<file path="src/rtl/ccg_defines.svh">
`ifndef CCG_DEFINES_SVH
`define CCG_DEFINES_SVH

// register offsets on the local register port
`define CCG_CTRL_OFFSET      8'h00
`define CCG_STAT_OFFSET      8'h04
// control register layout
`define CCG_CTRL_RESET       8'h00
`define CCG_CTRL_MASK        8'hF0
`define CCG_STOP_EN_BIT      7
`define CCG_WAKE_MSB         6
`define CCG_WAKE_LSB         4
// wake level encodings
`define CCG_WAKE_ANY         3'h0
`define CCG_WAKE_2           3'h1
`define CCG_WAKE_4           3'h2
`define CCG_WAKE_5           3'h5
`define CCG_WAKE_6           3'h6
`define CCG_WAKE_NONE        3'h7
// strap encodings
`define CCG_RATIO_QUARTER    2'h0
`define CCG_RATIO_HALF       2'h2
`define CCG_RATIO_THIRD      2'h3
`define CCG_RANGE_UNUSED     2'h3
// status register bit positions
`define CCG_STAT_LOCKED      7
`define CCG_STAT_STOPPED     6
`define CCG_STAT_RATIO_OK    5
`define CCG_STAT_SHORT_RST   4
// timing counts
`define CCG_LOCK_REF_CYCLES  100000
`define CCG_RESET_IN_N_MIN_REF     7'd80
`define CCG_RESET_OUT_N_BUS_CYCLES  5'd16
`define CCG_CORE_PER_REF     3'd2

`endif

</file>
<file path="src/rtl/ccg_pkg.sv">
package ccg_pkg;

    typedef enum logic [1:0] {
        mode_reset,
        mode_lock,
        mode_run,
        mode_stop
    } ccg_mode_type;

endpackage : ccg_pkg

</file>
<file path="src/rtl/ccg_top.sv">
// Implementation choices: the plain strobed port and the register offsets.
`timescale 1ns/1ps
`include "ccg_defines.svh"

module ccg_top #(
    parameter int unsigned LOCK_REF_CYCLES = `CCG_LOCK_REF_CYCLES
) (
    input  wire logic       clk,
    input  wire logic       rst,
    input  wire logic       ref_clock_in,
    input  wire logic       reset_in_n,
    input  wire logic [3:0] data_pins,
    input  wire logic       stop_request,
    input  wire logic [2:0] irq_level,
    input  wire logic       watchdog_reset,
    input  wire logic [7:0] reg_addr,
    input  wire logic [7:0] reg_wdata,
    input  wire logic       reg_write,
    input  wire logic       reg_read,
    output logic      [7:0] reg_rdata,
    output logic            core_clock_out,
    output logic            core_clock_run,
    output logic            trace_status_clock,
    output logic            bus_clock_out,
    output logic            reset_out_n,
    output logic      [1:0] loop_range,
    output logic            loop_locked
);

    localparam logic [16:0] LOCK_LAST = 17'(LOCK_REF_CYCLES - 1);

    // pin synchronisers
    logic [1:0]         ref_sync_q;
    logic               ref_prev_q;
    logic [1:0]         rstn_sync_q;
    logic               rstn_prev_q;
    logic [3:0]         pin_s1_q;
    logic [3:0]         pin_s2_q;

    always_ff @(posedge clk or posedge rst) begin
        if (rst) begin
            ref_sync_q  <= 2'h0;
            ref_prev_q  <= 1'b0;
            rstn_sync_q <= 2'h0;
            rstn_prev_q <= 1'b0;
            pin_s1_q    <= 4'h0;
            pin_s2_q    <= 4'h0;
        end else begin
            ref_sync_q  <= {ref_sync_q[0], ref_clock_in};
            ref_prev_q  <= ref_sync_q[1];
            rstn_sync_q <= {rstn_sync_q[0], reset_in_n};
            rstn_prev_q <= rstn_sync_q[1];
            pin_s1_q    <= data_pins;
            pin_s2_q    <= pin_s1_q;
        end
    end

    wire ref_rise      = ref_sync_q[1] & ~ref_prev_q;
    wire rst_in_active = ~rstn_sync_q[1];
    wire rst_release   = rstn_sync_q[1] & ~rstn_prev_q;

    // strap capture: follow the pins during reset, freeze on release
    logic [3:0]         strap_hold_q;
    logic [1:0]         range_q;
    logic [1:0]         ratio_q;

    always_ff @(posedge clk or posedge rst) begin
        if (rst) begin
            strap_hold_q <= 4'h0;
            range_q      <= 2'h0;
            ratio_q      <= `CCG_RATIO_QUARTER;
        end else begin
            if (rst_in_active) begin
                strap_hold_q <= pin_s2_q;
            end
            if (rst_release) begin
                range_q <= strap_hold_q[3:2];
                ratio_q <= strap_hold_q[1:0];
            end
        end
    end

    // range drives the analog loop band; it stays put through stop
    assign loop_range = range_q;

    // reset-length check against the reference clock
    logic [6:0]         reset_in_n_cnt_q;
    logic               short_rst_q;

    always_ff @(posedge clk or posedge rst) begin
        if (rst) begin
            reset_in_n_cnt_q  <= 7'h00;
            short_rst_q <= 1'b0;
        end else begin
            if (!rst_in_active) begin
                reset_in_n_cnt_q <= 7'h00;
            end else if (ref_rise && reset_in_n_cnt_q != `CCG_RESET_IN_N_MIN_REF) begin
                reset_in_n_cnt_q <= reset_in_n_cnt_q + 7'h01;
            end
            if (rst_release) begin
                short_rst_q <= (reset_in_n_cnt_q != `CCG_RESET_IN_N_MIN_REF);
            end
        end
    end

    // ratio monitor: core cycles between reference rising edges
    logic [2:0]         ref_gap_q;
    logic               ratio_ok_q;

    always_ff @(posedge clk or posedge rst) begin
        if (rst) begin
            ref_gap_q  <= 3'h0;
            ratio_ok_q <= 1'b0;
        end else if (ref_rise) begin
            ref_gap_q  <= 3'h0;
            ratio_ok_q <= (ref_gap_q == `CCG_CORE_PER_REF - 3'd1);
        end else if (ref_gap_q != 3'h7) begin
            ref_gap_q <= ref_gap_q + 3'h1;
        end
    end

    // control register
    logic [7:0]         ctrl_q;
    wire                ctrl_sel  = (reg_addr == `CCG_CTRL_OFFSET);
    wire                stat_sel  = (reg_addr == `CCG_STAT_OFFSET);
    wire                stop_en   = ctrl_q[`CCG_STOP_EN_BIT];
    wire [2:0]          wake_lvl  = ctrl_q[`CCG_WAKE_MSB:`CCG_WAKE_LSB];

    always_ff @(posedge clk or posedge rst) begin
        if (rst) begin
            ctrl_q <= `CCG_CTRL_RESET;
        end else if (reg_write && ctrl_sel) begin
            ctrl_q <= reg_wdata & `CCG_CTRL_MASK;
        end
    end

    // wake qualification by decoded interrupt level
    logic               wake_irq;

    always_comb begin
        case (wake_lvl)
            `CCG_WAKE_ANY:  wake_irq = (irq_level != 3'h0);
            `CCG_WAKE_2:    wake_irq = (irq_level >= 3'h2);
            `CCG_WAKE_4:    wake_irq = (irq_level >= 3'h4);
            `CCG_WAKE_5:    wake_irq = (irq_level >= 3'h5);
            `CCG_WAKE_6:    wake_irq = (irq_level >= 3'h6);
            `CCG_WAKE_NONE: wake_irq = 1'b0;
            default:        wake_irq = 1'b0;
        endcase
    end

    wire wake_hit = wake_irq | watchdog_reset;

    // mode sequencer
    ccg_pkg::ccg_mode_type mode_q;
    ccg_pkg::ccg_mode_type mode_d;
    logic [16:0]        lock_cnt_q;

    wire lock_done = ref_rise && (lock_cnt_q == LOCK_LAST);
    wire stop_take = stop_request & stop_en;

    always_comb begin
        mode_d = mode_q;
        case (mode_q)
            ccg_pkg::mode_reset: begin
                if (rst_release) begin
                    mode_d = ccg_pkg::mode_lock;
                end
            end
            ccg_pkg::mode_lock: begin
                if (lock_done) begin
                    mode_d = ccg_pkg::mode_run;
                end
            end
            ccg_pkg::mode_run: begin
                if (stop_take) begin
                    mode_d = ccg_pkg::mode_stop;
                end
            end
            ccg_pkg::mode_stop: begin
                if (wake_hit) begin
                    mode_d = ccg_pkg::mode_run;
                end
            end
            default: mode_d = ccg_pkg::mode_reset;
        endcase
        if (rst_in_active) begin
            mode_d = ccg_pkg::mode_reset;
        end
    end

    always_ff @(posedge clk or posedge rst) begin
        if (rst) begin
            mode_q <= ccg_pkg::mode_reset;
        end else begin
            mode_q <= mode_d;
        end
    end

    always_ff @(posedge clk or posedge rst) begin
        if (rst) begin
            lock_cnt_q <= 17'h0_0000;
        end else if (mode_q != ccg_pkg::mode_lock) begin
            lock_cnt_q <= 17'h0_0000;
        end else if (ref_rise) begin
            lock_cnt_q <= lock_cnt_q + 17'h0_0001;
        end
    end

    // stop never drops lock, so a wake needs no relock
    wire locked   = (mode_q == ccg_pkg::mode_run) || (mode_q == ccg_pkg::mode_stop);
    wire core_run = (mode_q == ccg_pkg::mode_run);
    assign loop_locked = locked;

    // bus clock divider
    logic [1:0]         div_last;
    logic [1:0]         div_high;

    always_comb begin
        case (ratio_q)
            `CCG_RATIO_HALF: begin
                div_last = 2'h1;
                div_high = 2'h1;
            end
            `CCG_RATIO_THIRD: begin
                div_last = 2'h2;
                div_high = 2'h1;
            end
            default: begin
                div_last = 2'h3;
                div_high = 2'h2;
            end
        endcase
    end

    logic [1:0]         div_cnt_q;
    logic               bus_clk_q;
    wire                div_wrap  = locked && (div_cnt_q == div_last);
    // unlocked, the counter parks on its last value so the first bus period is full length
    wire [1:0]          div_cnt_d = !locked ? div_last : (div_wrap ? 2'h0 : div_cnt_q + 2'h1);

    always_ff @(posedge clk or posedge rst) begin
        if (rst) begin
            div_cnt_q <= 2'h0;
            bus_clk_q <= 1'b0;
        end else begin
            div_cnt_q <= div_cnt_d;
            bus_clk_q <= locked && (div_cnt_d < div_high);
        end
    end

    assign bus_clock_out = bus_clk_q;

    // reset output: low in reset and lock, then a few bus periods more
    logic [4:0]         reset_out_n_cnt_q;
    logic               reset_out_n_n_q;

    always_ff @(posedge clk or posedge rst) begin
        if (rst) begin
            reset_out_n_cnt_q <= 5'h00;
            reset_out_n_n_q   <= 1'b0;
        end else if (!locked || rst_in_active) begin
            reset_out_n_cnt_q <= 5'h00;
            reset_out_n_n_q   <= 1'b0;
        end else if (reset_out_n_cnt_q != `CCG_RESET_OUT_N_BUS_CYCLES) begin
            if (div_wrap) begin
                reset_out_n_cnt_q <= reset_out_n_cnt_q + 5'h01;
            end
        end else begin
            reset_out_n_n_q <= 1'b1;
        end
    end

    assign reset_out_n = reset_out_n_n_q;

    // glitch-free gates: enables change on the falling edge only
    logic               core_gate_q;
    logic               trace_gate_q;

    always_ff @(negedge clk or posedge rst) begin
        if (rst) begin
            core_gate_q  <= 1'b0;
            trace_gate_q <= 1'b0;
        end else begin
            core_gate_q  <= core_run;
            trace_gate_q <= locked;
        end
    end

    assign core_clock_out     = clk & core_gate_q;
    assign trace_status_clock = clk & trace_gate_q;
    assign core_clock_run     = core_gate_q;

    // register read port, data valid for one cycle
    wire [7:0] stat_word = {locked, (mode_q == ccg_pkg::mode_stop), ratio_ok_q,
                            short_rst_q, range_q, ratio_q};
    wire [7:0] rd_mux    = ctrl_sel ? ctrl_q : (stat_sel ? stat_word : 8'h00);
    logic [7:0]         rdata_q;

    always_ff @(posedge clk or posedge rst) begin
        if (rst) begin
            rdata_q <= 8'h00;
        end else begin
            rdata_q <= reg_read ? rd_mux : 8'h00;
        end
    end

    assign reg_rdata = rdata_q;
endmodule : ccg_top

</file>
<file path="config.mk">
export PLATFORM = sky130hd
export DESIGN_NAME = ccg_top
export DESIGN_NICKNAME = d
export VERILOG_FILES = /design/src/rtl/ccg_pkg.sv /design/src/rtl/ccg_top.sv
export VERILOG_INCLUDE_DIRS = /design/src /design/src/rtl
export SDC_FILE = /design/constraint.sdc
export NUM_CORES = 1
export LEC_CHECK = 0
export BUFFER_PORTS_ARGS = -buffer_cell sky130_fd_sc_hd__buf_4
export CAP_MARGIN = 20
export CELL_PAD_IN_SITES_DETAIL_PLACEMENT = 1
export CELL_PAD_IN_SITES_GLOBAL_PLACEMENT = 2
export CORE_ASPECT_RATIO = 0.8
export CORE_MARGIN = 1
export CORE_UTILIZATION = 34
export CTS_BUF_LIST = sky130_fd_sc_hd__clkbuf_16
export CTS_CLUSTER_SIZE = 30
export DETAILED_ROUTE_END_ITERATION = 6
export MAX_ROUTING_LAYER = met4
export PLACE_DENSITY_LB_ADDON = 0.1
export SKIP_CTS_REPAIR_TIMING = 1
export SYNTH_ARGS = -nofsm -noshare
export SYNTH_HDL_FRONTEND = slang
export SYNTH_SLANG_ARGS = --single-unit
</file>
<file path="constraint.sdc">
create_clock -name clk -period 2 [get_ports clk]
set_input_delay 0.1 -clock clk [delete_from_list [all_inputs] [get_ports clk]]
set_output_delay 0.1 -clock clk [all_outputs]
set_load 0.01 [all_outputs]
</file>
## After elaboration in Yosys (flattened, before gate mapping)

Index checks and enable logic that the tools add are counted.
W data, S select, Z words.

- Input bits: 31
- Logic and storage cells: 109
- Output and inout bits: 16
- Register bits after elaboration: 76

- Mux-type cells: 25
- Bitwise gates (word level): 9
- Reductions and logical operators: 20
- Add/sub/neg operators: 5
- Equality and inequality tests: 22
- Order comparisons: 5

Operators by type and width:

| kind | count |
|---|---|
| $mux W17 | 2 |
| $mux W8 | 3 |
| $add A17 B1 Y17 const B | 1 |
| $eq A17 B17 Y1 const B | 1 |
| $mux W2 | 8 |
| $mux W5 | 3 |
| $ne A3 B3 Y1 const B | 5 |
| $mux W7 | 2 |
| $reduce_bool A2 Y1 | 5 |
| $ge A3 B3 Y1 const B | 3 |
| $eq A2 B2 Y1 const B | 4 |
| $eq A8 B3 Y1 const B | 1 |
| $logic_not A8 Y1 | 1 |
| $pmux W2 S4 | 1 |
| $add A7 B1 Y7 const B | 1 |
| $ne A7 B7 Y1 const B | 1 |
| $eq A3 B1 Y1 const B | 2 |
| $eq A3 B3 Y1 const B | 2 |
| $mux W3 | 2 |
| $add A5 B1 Y5 const B | 1 |
| $and A1 B1 Y1 | 5 |
| $logic_and A1 B1 Y1 | 5 |
| $ne A5 B5 Y1 const B | 1 |
| $pmux W1 S5 | 1 |
| other kinds (21) | 25 |

## Depth between registers and ports, before layout

Gate-level depths: netlist of run 1.

- Depth after elaboration: 8
- Gate-level depth with buffers: 7
- Gate-level depth less buffers: 7

==> results by group, run 1 <==
Final layout
  • Fillers: 997
  • End-of-flow core utilization: 47.3%
  • Fin nets: 402
  • N_diodes: 0
  • Layout cells sized above 1: 24.7%
  • P&R area growth vs syn: 31.6%

Pwr
  • Sequential Power Share: 37.7%
  • Switch share: 25.1%
  • Sw power: 1.20 mW
  • Clock power frac: 48.0%
  • Int Pwr: 3.58 mW
  • Leakage power: 2.01 nW
  • Maximum vdd drop: 0.589 mV
  • Comb pwr share: 14.3%
  • Pwr Density: 1080 nW/um^2
  • Final Power: 4.77 mW

Drt
  • Via density per instance: 4.99
  • Initial DRC Count: 51
  • Post-route ant nets: 0
  • Total Wirelength: 7.55 mm
  • Remaining DRCs: 0
  • Vias post-DR: 2,411
  • WL/cell: 15.6 um
  • Pre-antenna DRT Iters: 4

Timing
  • Final WS setup: -230 ps
  • Final setup viols: 5
  • Slew margin rel.: 69.2%
  • Max-slew violations: 0
  • Worst-Margin Slew: 458 ps
  • Layout Skew: 28.8 ps
  • Final hold vios: 0
  • RSZ-0062 raised after global routing: yes

Synthesis
  • Sequential area share after synthesis: 56.8%
  • Post-synthesis simple-gate area fraction: 18.1%
  • Synth Flop Type: dfrtp_1
  • Post-Synth Adder-Cell Area: 3.37%
  • Leading area contributor after synthesis: dfrtp_1
  • Largest family of logic cells by synthesized area: simple AND/OR/NAND/NOR gates
  • Synth async-reset ratio: 100%
  • Post-Synth XOR/XNOR Area: 6.81%
  • Synth top area share: 55.3%
  • Post-Syn Nets: 334
  • #FFs+latches synth: 76
  • Syn Std Cell Area: 3350 sq um
  • Syn avg cell area: 11.4 sq um
  • Mux cell area share after synthesis: 5.50%
  • Post-synth EDFFs: 0
  • Synth top area cells: dfrtp_1, nor2_1, xor2_1
  • Cells after synthesis: 294
  • Yosys Warn Count: 0
  • Compound-Gate Fraction of Synth Area: 6.58%
  • Count of cell types in the netlist: 48

Die
  • Full die area: 10,200 sq um
  • Starting Density: 35.9%
  • Die width: 113 um
  • Site row count: 31
  • Die height: 90.7 um
  • Core area: 9310 sq um
  • I/O Pins: 47

Setup path
  • CP Launch Point: core_clock_run$_DFF_NP0_
  • Crit-path max FO: 2
  • Crit end category: output port
  • Worst EP required: 1900 ps
  • FF-to-FF Start: mode_q[1]$_DFFE_PP0P_
  • Crit Path Class: register to output port
  • R2R Setup Slk: 300 ps
  • Crit path DAT: 2130 ps
  • CP Launch Type: register

Outcome
  • Failing checks: setup timing
  • Outcome: finished with violations

Global routing
  • Largest net degree at the start of global routing: 73
  • First-pass GRT wire length: 12.8 mm
  • Total gr overflow: 0
  • Tot GR Track Use: 17.3%
  • Vias in the first global route: 2,553
  • Initial antenna violation count: 0

Placement
  • PortBufs: 42
  • Placer Congestion: 0.797
  • DP Wirelength: 5.12 mm

Clock network
  • Worst-Skew Late Latency: 480 ps
  • CTS tree: built
  • Worst-path clk slew: 60 ps

Worst hold path
  • Worst hold start: reg_read
  • Worst hold path type: input port to register

Flow run
  • Max cap viols: 0
-- final timing paths --
path,endpoint,cells after the start
setup reg to reg,trace_gate_q$_DFF_NP0_,1
hold reg to reg,ref_sync_q[1]$_DFF_PP0_,0
max in group asynchronous,trace_gate_q$_DFF_NP0_,3
hold / removal,reg_rdata[6]$_DFF_PP0_,3
min in group asynchronous,mode_q[1]$_DFFE_PP0P_,3
setup / recovery,core_clock_out,2
-- worst max-delay path, cell delays in order (launching register included) --
cell and delay [ps]:
dfrtn_1 420, and2_1 120, buf_4 110
-- sequential cells by signal, indices dropped and copies added (netlist names), 3 cells and up --
signal	flops
reg_rdata	8
pin_s1_q	4
pin_s2_q	4
ctrl_q	4
reset_in_n_cnt_q	7
ref_gap_q	3
strap_hold_q	4
reset_out_n_cnt_q	5
lock_cnt_q	17
-- synth_stat cells (4+ instances only) --
cell type / count
nand3_1: 10
nor2_1: 41
a21oi_1: 9
nand2b_1: 6
xor2_1: 15
and3_1: 6
mux2i_1: 6
and2_1: 4
xnor2_1: 11
dfrtp_1: 74
nand2_1: 20
mux2_2: 11
nand4_1: 5
ha_1: 9
inv_1: 10
clkbuf_1: 6
-- placed cells by master, fill, tap and decap left out, types with 3 or more instances in the layout --
cell / synthesis / final
dfrtp_1: 74 / 74
buf_4: 2 / 48
nor2_1: 41 / 41
nand2_1: 20 / 20
xor2_1: 15 / 15
clkbuf_16: 0 / 13
inv_1: 10 / 12
dlygate4sd3_1: 0 / 12
mux2_2: 11 / 11
xnor2_1: 11 / 11
nand3_1: 10 / 10
a21oi_1: 9 / 9
ha_1: 9 / 9
nand2b_1: 6 / 6
and3_1: 6 / 6
mux2i_1: 6 / 6
nand4_1: 5 / 5
nor3_1: 3 / 3
a211oi_1: 3 / 3
and2_1: 4 / 3
o21ai_0: 3 / 3
a311oi_1: 3 / 3
and4_1: 3 / 3
nor2b_1: 3 / 3
bufinv_16: 0 / 3
-- stage by stage --
stage / setup WS, ps / hold slack, ps / instance area (sq um) / setup TNS (ps) / instances
2_1_floorplan: 136 / 131 / 3350 / 0 / 294
3_3_place_gp: 272 / 29.9 / 3820 / 0 / 449
3_5_place_dp: 257 / 37.8 / 3820 / 0 / 449
4_1_cts: -258 / -449 / 4260 / -602 / 470
5_1_grt: -262 / 27.3 / 4400 / -692 / 483
6_report: -230 / 19.9 / 4400 / -603 / 483
-- metal layers --
layer  track usage (%)  wire length, um  share of wire [%]  vias to the layer above
met3              6.91              351                4.7                       16
met5                 -                0                  0                        -
met2              25.4             3560                 47                       46
li1                  -                -                  -                     1140
met4              8.11              128                1.7                        0
met1              20.9             3510                 47                     1209
-- cells by family after synthesis --
family          count (synthesis)
flops                          76
buf+inv                        20
fa+ha+maj                       9
compound gates                 30
mux                            17
simple gates                  116
xor+xnor                       26
-- power groups by stage --
stage                     combinational (mW)  clock (mW)  sequential [mW]
after floorplan                        0.443      0.0129             1.80
after global placement                 0.642      0.0265             1.82
after detailed placement               0.654      0.0265             1.83
after CTS                              0.661        2.35             1.80
after global routing                   0.778        2.42             1.82
final                                  0.681        2.29             1.80
-- layout make-up --
cell class | count | area [sq um] | area share, %
clock buffer | 15 | 344 | 7.82
clock inverter | 8 | 114 | 2.59
inverter | 10 | 41.3 | 0.938
multi-input combinational | 198 | 1350 | 30.7
sequential | 76 | 1900 | 43.2
tap | 115 | 144 | 3.27
timing repair buffer | 61 | 504 | 11.5
(Power assumes the default switching activity.)
==> run 2: changes to the inputs <==
Settings changed: CORE_UTILIZATION 34 to 37.
Clock period 2 ns to 2.45 ns, I/O delays scaled along.
==> results by group, run 2 (synthesis results as in run 1) <==
Outcome
  • Outcome: completed

Clock network
  • Worst-Skew Late Latency: 460 ps
  • CTS tree: built
  • Worst-path clk slew: 60 ps

Final layout
  • Most flop-heavy register: lock_cnt_q
  • FF/Latch Area: 1900 sq um
  • End-of-flow core utilization: 49.7%
  • Post-route cell area: 4290 sq um
  • Fin nets: 397
  • P&R area growth vs syn: 28.2%
  • Most frequent cells in the layout: dfrtp_1, buf_4, nor2_1
  • Layout cells sized above 1: 23.7%
  • Multi-input gate area: 1350 sq um
  • Max reg flops: 17
  • Fillers: 941
  • N_diodes: 0
  • Commonest non-fill, non-tap cell in the layout: dfrtp_1

Die
  • Starting Density: 38.8%
  • Core area: 8630 sq um
  • Full die area: 9430 sq um
  • I/O Pins: 47
  • Site row count: 30
  • Die height: 87.1 um
  • Die width: 108 um

Placement
  • Placed inst area: 3790 sq um
  • DP Wirelength: 4.93 mm
  • Place WS: 501 ps
  • PortBufs: 42
  • Placer Congestion: 0.752

Setup path
  • Worst Path Buf+Inv: 1
  • Worst EP required: 2330 ps
  • CP max stage delay: 400 ps
  • CP Launch Type: register
  • Crit Path Class: register to output port
  • CP max-delay cell: dfrtn_1
  • Delay-heaviest family, CP: flip-flops
  • CP Cell Sequence: and2_1, buf_4
  • Crit path DAT: 2320 ps
  • Crit-path max FO: 2
  • Crit end category: output port

Timing
  • Layout Skew: 26.3 ps
  • Worst-Margin Slew: 913 ps
  • Slew margin rel.: 39.2%
  • Final WS setup: 9.39 ps
  • Final hold vios: 0
  • Final setup viols: 0
  • RSZ-0062 raised after global routing: yes
  • Max-slew violations: 0

Global routing
  • Largest net degree at the start of global routing: 72
  • Total gr overflow: 0
  • Vias in the first global route: 2,399
  • Initial antenna violation count: 0
  • Tot GR Track Use: 18.1%
  • First-pass GRT wire length: 11.9 mm

Worst hold path
  • Worst hold path type: input port to register

Pwr
  • Leakage power: 1.96 nW
  • Final Power: 3.62 mW
  • Pwr Density: 844 nW/um^2
  • Maximum vdd drop: 0.528 mV

Drt
  • Post-route ant nets: 0
  • Initial DRC Count: 84
  • Total Wirelength: 7.37 mm
  • Vias post-DR: 2,380
  • Remaining DRCs: 0
  • Via density per instance: 5.01
  • WL/cell: 15.5 um
  • Pre-antenna DRT Iters: 4

Flow run
  • Max cap viols: 0
-- run 2: layer usage --
metal	vias up	share of wire (%)	GRT usage, %	wire length (um)
met3	12	4.3	6.88	318
met1	1194	46	21.5	3420
li1	1131	-	-	-
met2	43	47	26.6	3500
met5	-	0	-	0
met4	0	1.8	9.83	130
-- run 2: path summary, 6_finish.rpt --
kind,start,to,slack [ps],cells past startpoint
min,reg_addr[2],reg_rdata[6]$_DFF_PP0_,30,3
min reg2reg,ref_sync_q[0]$_DFF_PP0_,ref_sync_q[1]$_DFF_PP0_,350,0
max in group asynchronous,rst,core_clock_run$_DFF_NP0_,1050,3
min in group asynchronous,rst,reset_out_n_cnt_q[2]$_DFFE_PP0P_,140,3
max reg2reg,mode_q[1]$_DFFE_PP0P_,core_clock_run$_DFF_NP0_,540,1
max,core_clock_run$_DFF_NP0_,core_clock_out,9,2
-- run 2: layout make-up --
cell class,count,share of cell area (%)
clock buffers,15,8.02
clock inverters,8,1.46
inverters,10,0.962
multi-input cells,198,31.5
flip-flops and latches,76,44.3
well taps,112,3.27
repair buffers,56,10.4
-- run 2: worst min-delay path: stages --
cell     delay, ps
buf_4          160
nand3_1         90
a21oi_1         50
-- run 2: power by group --
| part | internal, mW | switching, mW | total [mW] |
|---|---|---|---|
| sequential | 1.37 | 0.103 | 1.47 |
| clock | 1.07 | 0.561 | 1.63 |
| combinational | 0.241 | 0.279 | 0.520 |
| total | 2.68 | 0.943 | 3.62 |
-- run 2: metrics by stage --
| step | instances | hold slack, ps | setup TNS [ps] |
|---|---|---|---|
| 2_1_floorplan | 294 | 154 | 0 |
| 3_3_place_gp | 443 | 39.7 | 0 |
| 3_5_place_dp | 443 | 42.0 | 0 |
| 4_1_cts | 464 | -427 | -9.85 |
| 5_1_grt | 475 | 42.7 | -31.9 |
| 6_report | 475 | 28.6 | 0 |
==> run 3: changes to the inputs <==
Settings changed: MAX_ROUTING_LAYER met4 to default.
==> results by group, run 3 (synthesis results as in run 1) <==
Final layout
  • P&R area growth vs syn: 28.2%
  • Commonest non-fill, non-tap cell in the layout: dfrtp_1
  • Most frequent cells in the layout: dfrtp_1, buf_4, nor2_1
  • Fillers: 941
  • Most flop-heavy register: lock_cnt_q
  • Multi-input gate area: 1350 sq um
  • Max reg flops: 17
  • Layout cells sized above 1: 23.7%
  • Final non-filler cell total: 475
  • N_diodes: 0
  • FF/Latch Area: 1900 sq um
  • Fin nets: 397

Die
  • I/O Pins: 47
  • Starting Density: 38.8%
  • Die height: 87.1 um
  • Full die area: 9430 sq um
  • Core area: 8630 sq um
  • Die width: 108 um
  • Site row count: 30

Setup path
  • Worst EP required: 2330 ps
  • CP max stage delay: 400 ps
  • FF-to-FF Start: mode_q[1]$_DFFE_PP0P_
  • CP Cell Sequence: and2_1, buf_4
  • FF-to-FF path depth: 1
  • Crit end category: output port
  • Worst path depth: 2
  • Crit path DAT: 2320 ps
  • Crit-path max FO: 2
  • R2R Setup Slk: 540 ps
  • R2r endpoint: core_clock_run$_DFF_NP0_
  • Worst Path Buf+Inv: 1
  • Delay-heaviest family, CP: flip-flops
  • CP max-delay cell: dfrtn_1
  • CP Launch Type: register
  • Crit Path Class: register to output port

Clock network
  • Worst-Skew Late Latency: 460 ps
  • CTS tree: built
  • Worst-path clk slew: 60 ps

Timing
  • Layout Skew: 26.7 ps
  • Final WS setup: 11.7 ps
  • Final setup viols: 0
  • RSZ-0062 raised after global routing: yes
  • Final hold vios: 0
  • Slew margin rel.: 38.8%
  • Setup_tns: 0 ps
  • Worst-Margin Slew: 917 ps
  • Max-slew violations: 0

Placement
  • Placed cell count: 443
  • Placer Congestion: 0.742
  • DP Wirelength: 4.93 mm
  • PortBufs: 42
  • Place WS: 501 ps

Drt
  • Remaining DRCs: 0
  • Total Wirelength: 7.38 mm
  • Post-route ant nets: 0
  • Pre-antenna DRT Iters: 4
  • Vias post-DR: 2,371
  • WL/cell: 15.5 um
  • Initial DRC Count: 66
  • Via density per instance: 4.99

Global routing
  • Initial antenna violation count: 0
  • Tot GR Track Use: 17.6%
  • Vias in the first global route: 2,398
  • First-pass GRT wire length: 11.9 mm
  • Largest net degree at the start of global routing: 72
  • Total gr overflow: 0

Worst hold path
  • Worst hold endpoint: reg_rdata[6]$_DFF_PP0_
  • Worst hold path type: input port to register
  • Worst hold start: reg_addr[2]
  • WHS Path Cells: 3

Pwr
  • Leakage power: 1.96 nW
  • Pwr Density: 844 nW/um^2
  • Maximum vdd drop: 0.531 mV

Flow run
  • Max cap viols: 0

Outcome
  • Outcome: completed
run 3: cell counts in the layout (fill, tap and decap cells not counted):
No cell type changed its count.
run 3: tightest hold or removal path: stages:
cell	delay, ps
buf_4	160
nand3_1	90
a21oi_1	50
run 3: worst max-delay path by stage:
| stage | start | endpoint | slack (ps) |
|---|---|---|---|
| after floorplan | rst | core_clock_run$_DFF_NP0_ | 340 |
| after global placement | core_clock_run$_DFF_NP0_ | core_clock_out | 500 |
| after detailed placement | core_clock_run$_DFF_NP0_ | core_clock_out | 500 |
| after CTS | core_clock_run$_DFF_NP0_ | core_clock_out | -10 |
| after global routing | core_clock_run$_DFF_NP0_ | core_clock_out | -30 |
| final | core_clock_run$_DFF_NP0_ | core_clock_out | 10 |
run 3: area by class of cell:
cell class              instances  area share, %
clock inverters                 8           1.46
repair buffers                 56           10.4
well taps                     112           3.27
flip-flops and latches         76           44.3
multi-input cells             198           31.5
clock buffers                  15           8.02
inverters                      10          0.962
run 3: per-stage QoR:
stage               power [mW]  hold WS (ps)  area, sq um  util (%)
global route              3.80          42.7         4290      49.7
global placement          2.00          39.7         3790      43.9
finish                    3.62          31.4         4290      49.7
CTS                       3.67          -427         4170      48.3
detailed placement        2.03          42.0         3790      43.9
floorplan                 1.84           154         3350         -
run 3: layer usage:
layer | global-route usage [%] | vias to the layer above | part of all wire (%)
met5 | 0 | - | 0
met4 | 9.83 | 0 | 1.3
met3 | 7.03 | 7 | 3.7
met2 | 26.3 | 39 | 48
met1 | 21.6 | 1195 | 47
li1 | - | 1130 | -
run 3: where the power goes:
part	internal, mW	switching, mW	total [mW]
combinational	0.241	0.280	0.521
clock	1.07	0.559	1.63
sequential	1.37	0.103	1.47
total	2.68	0.942	3.62
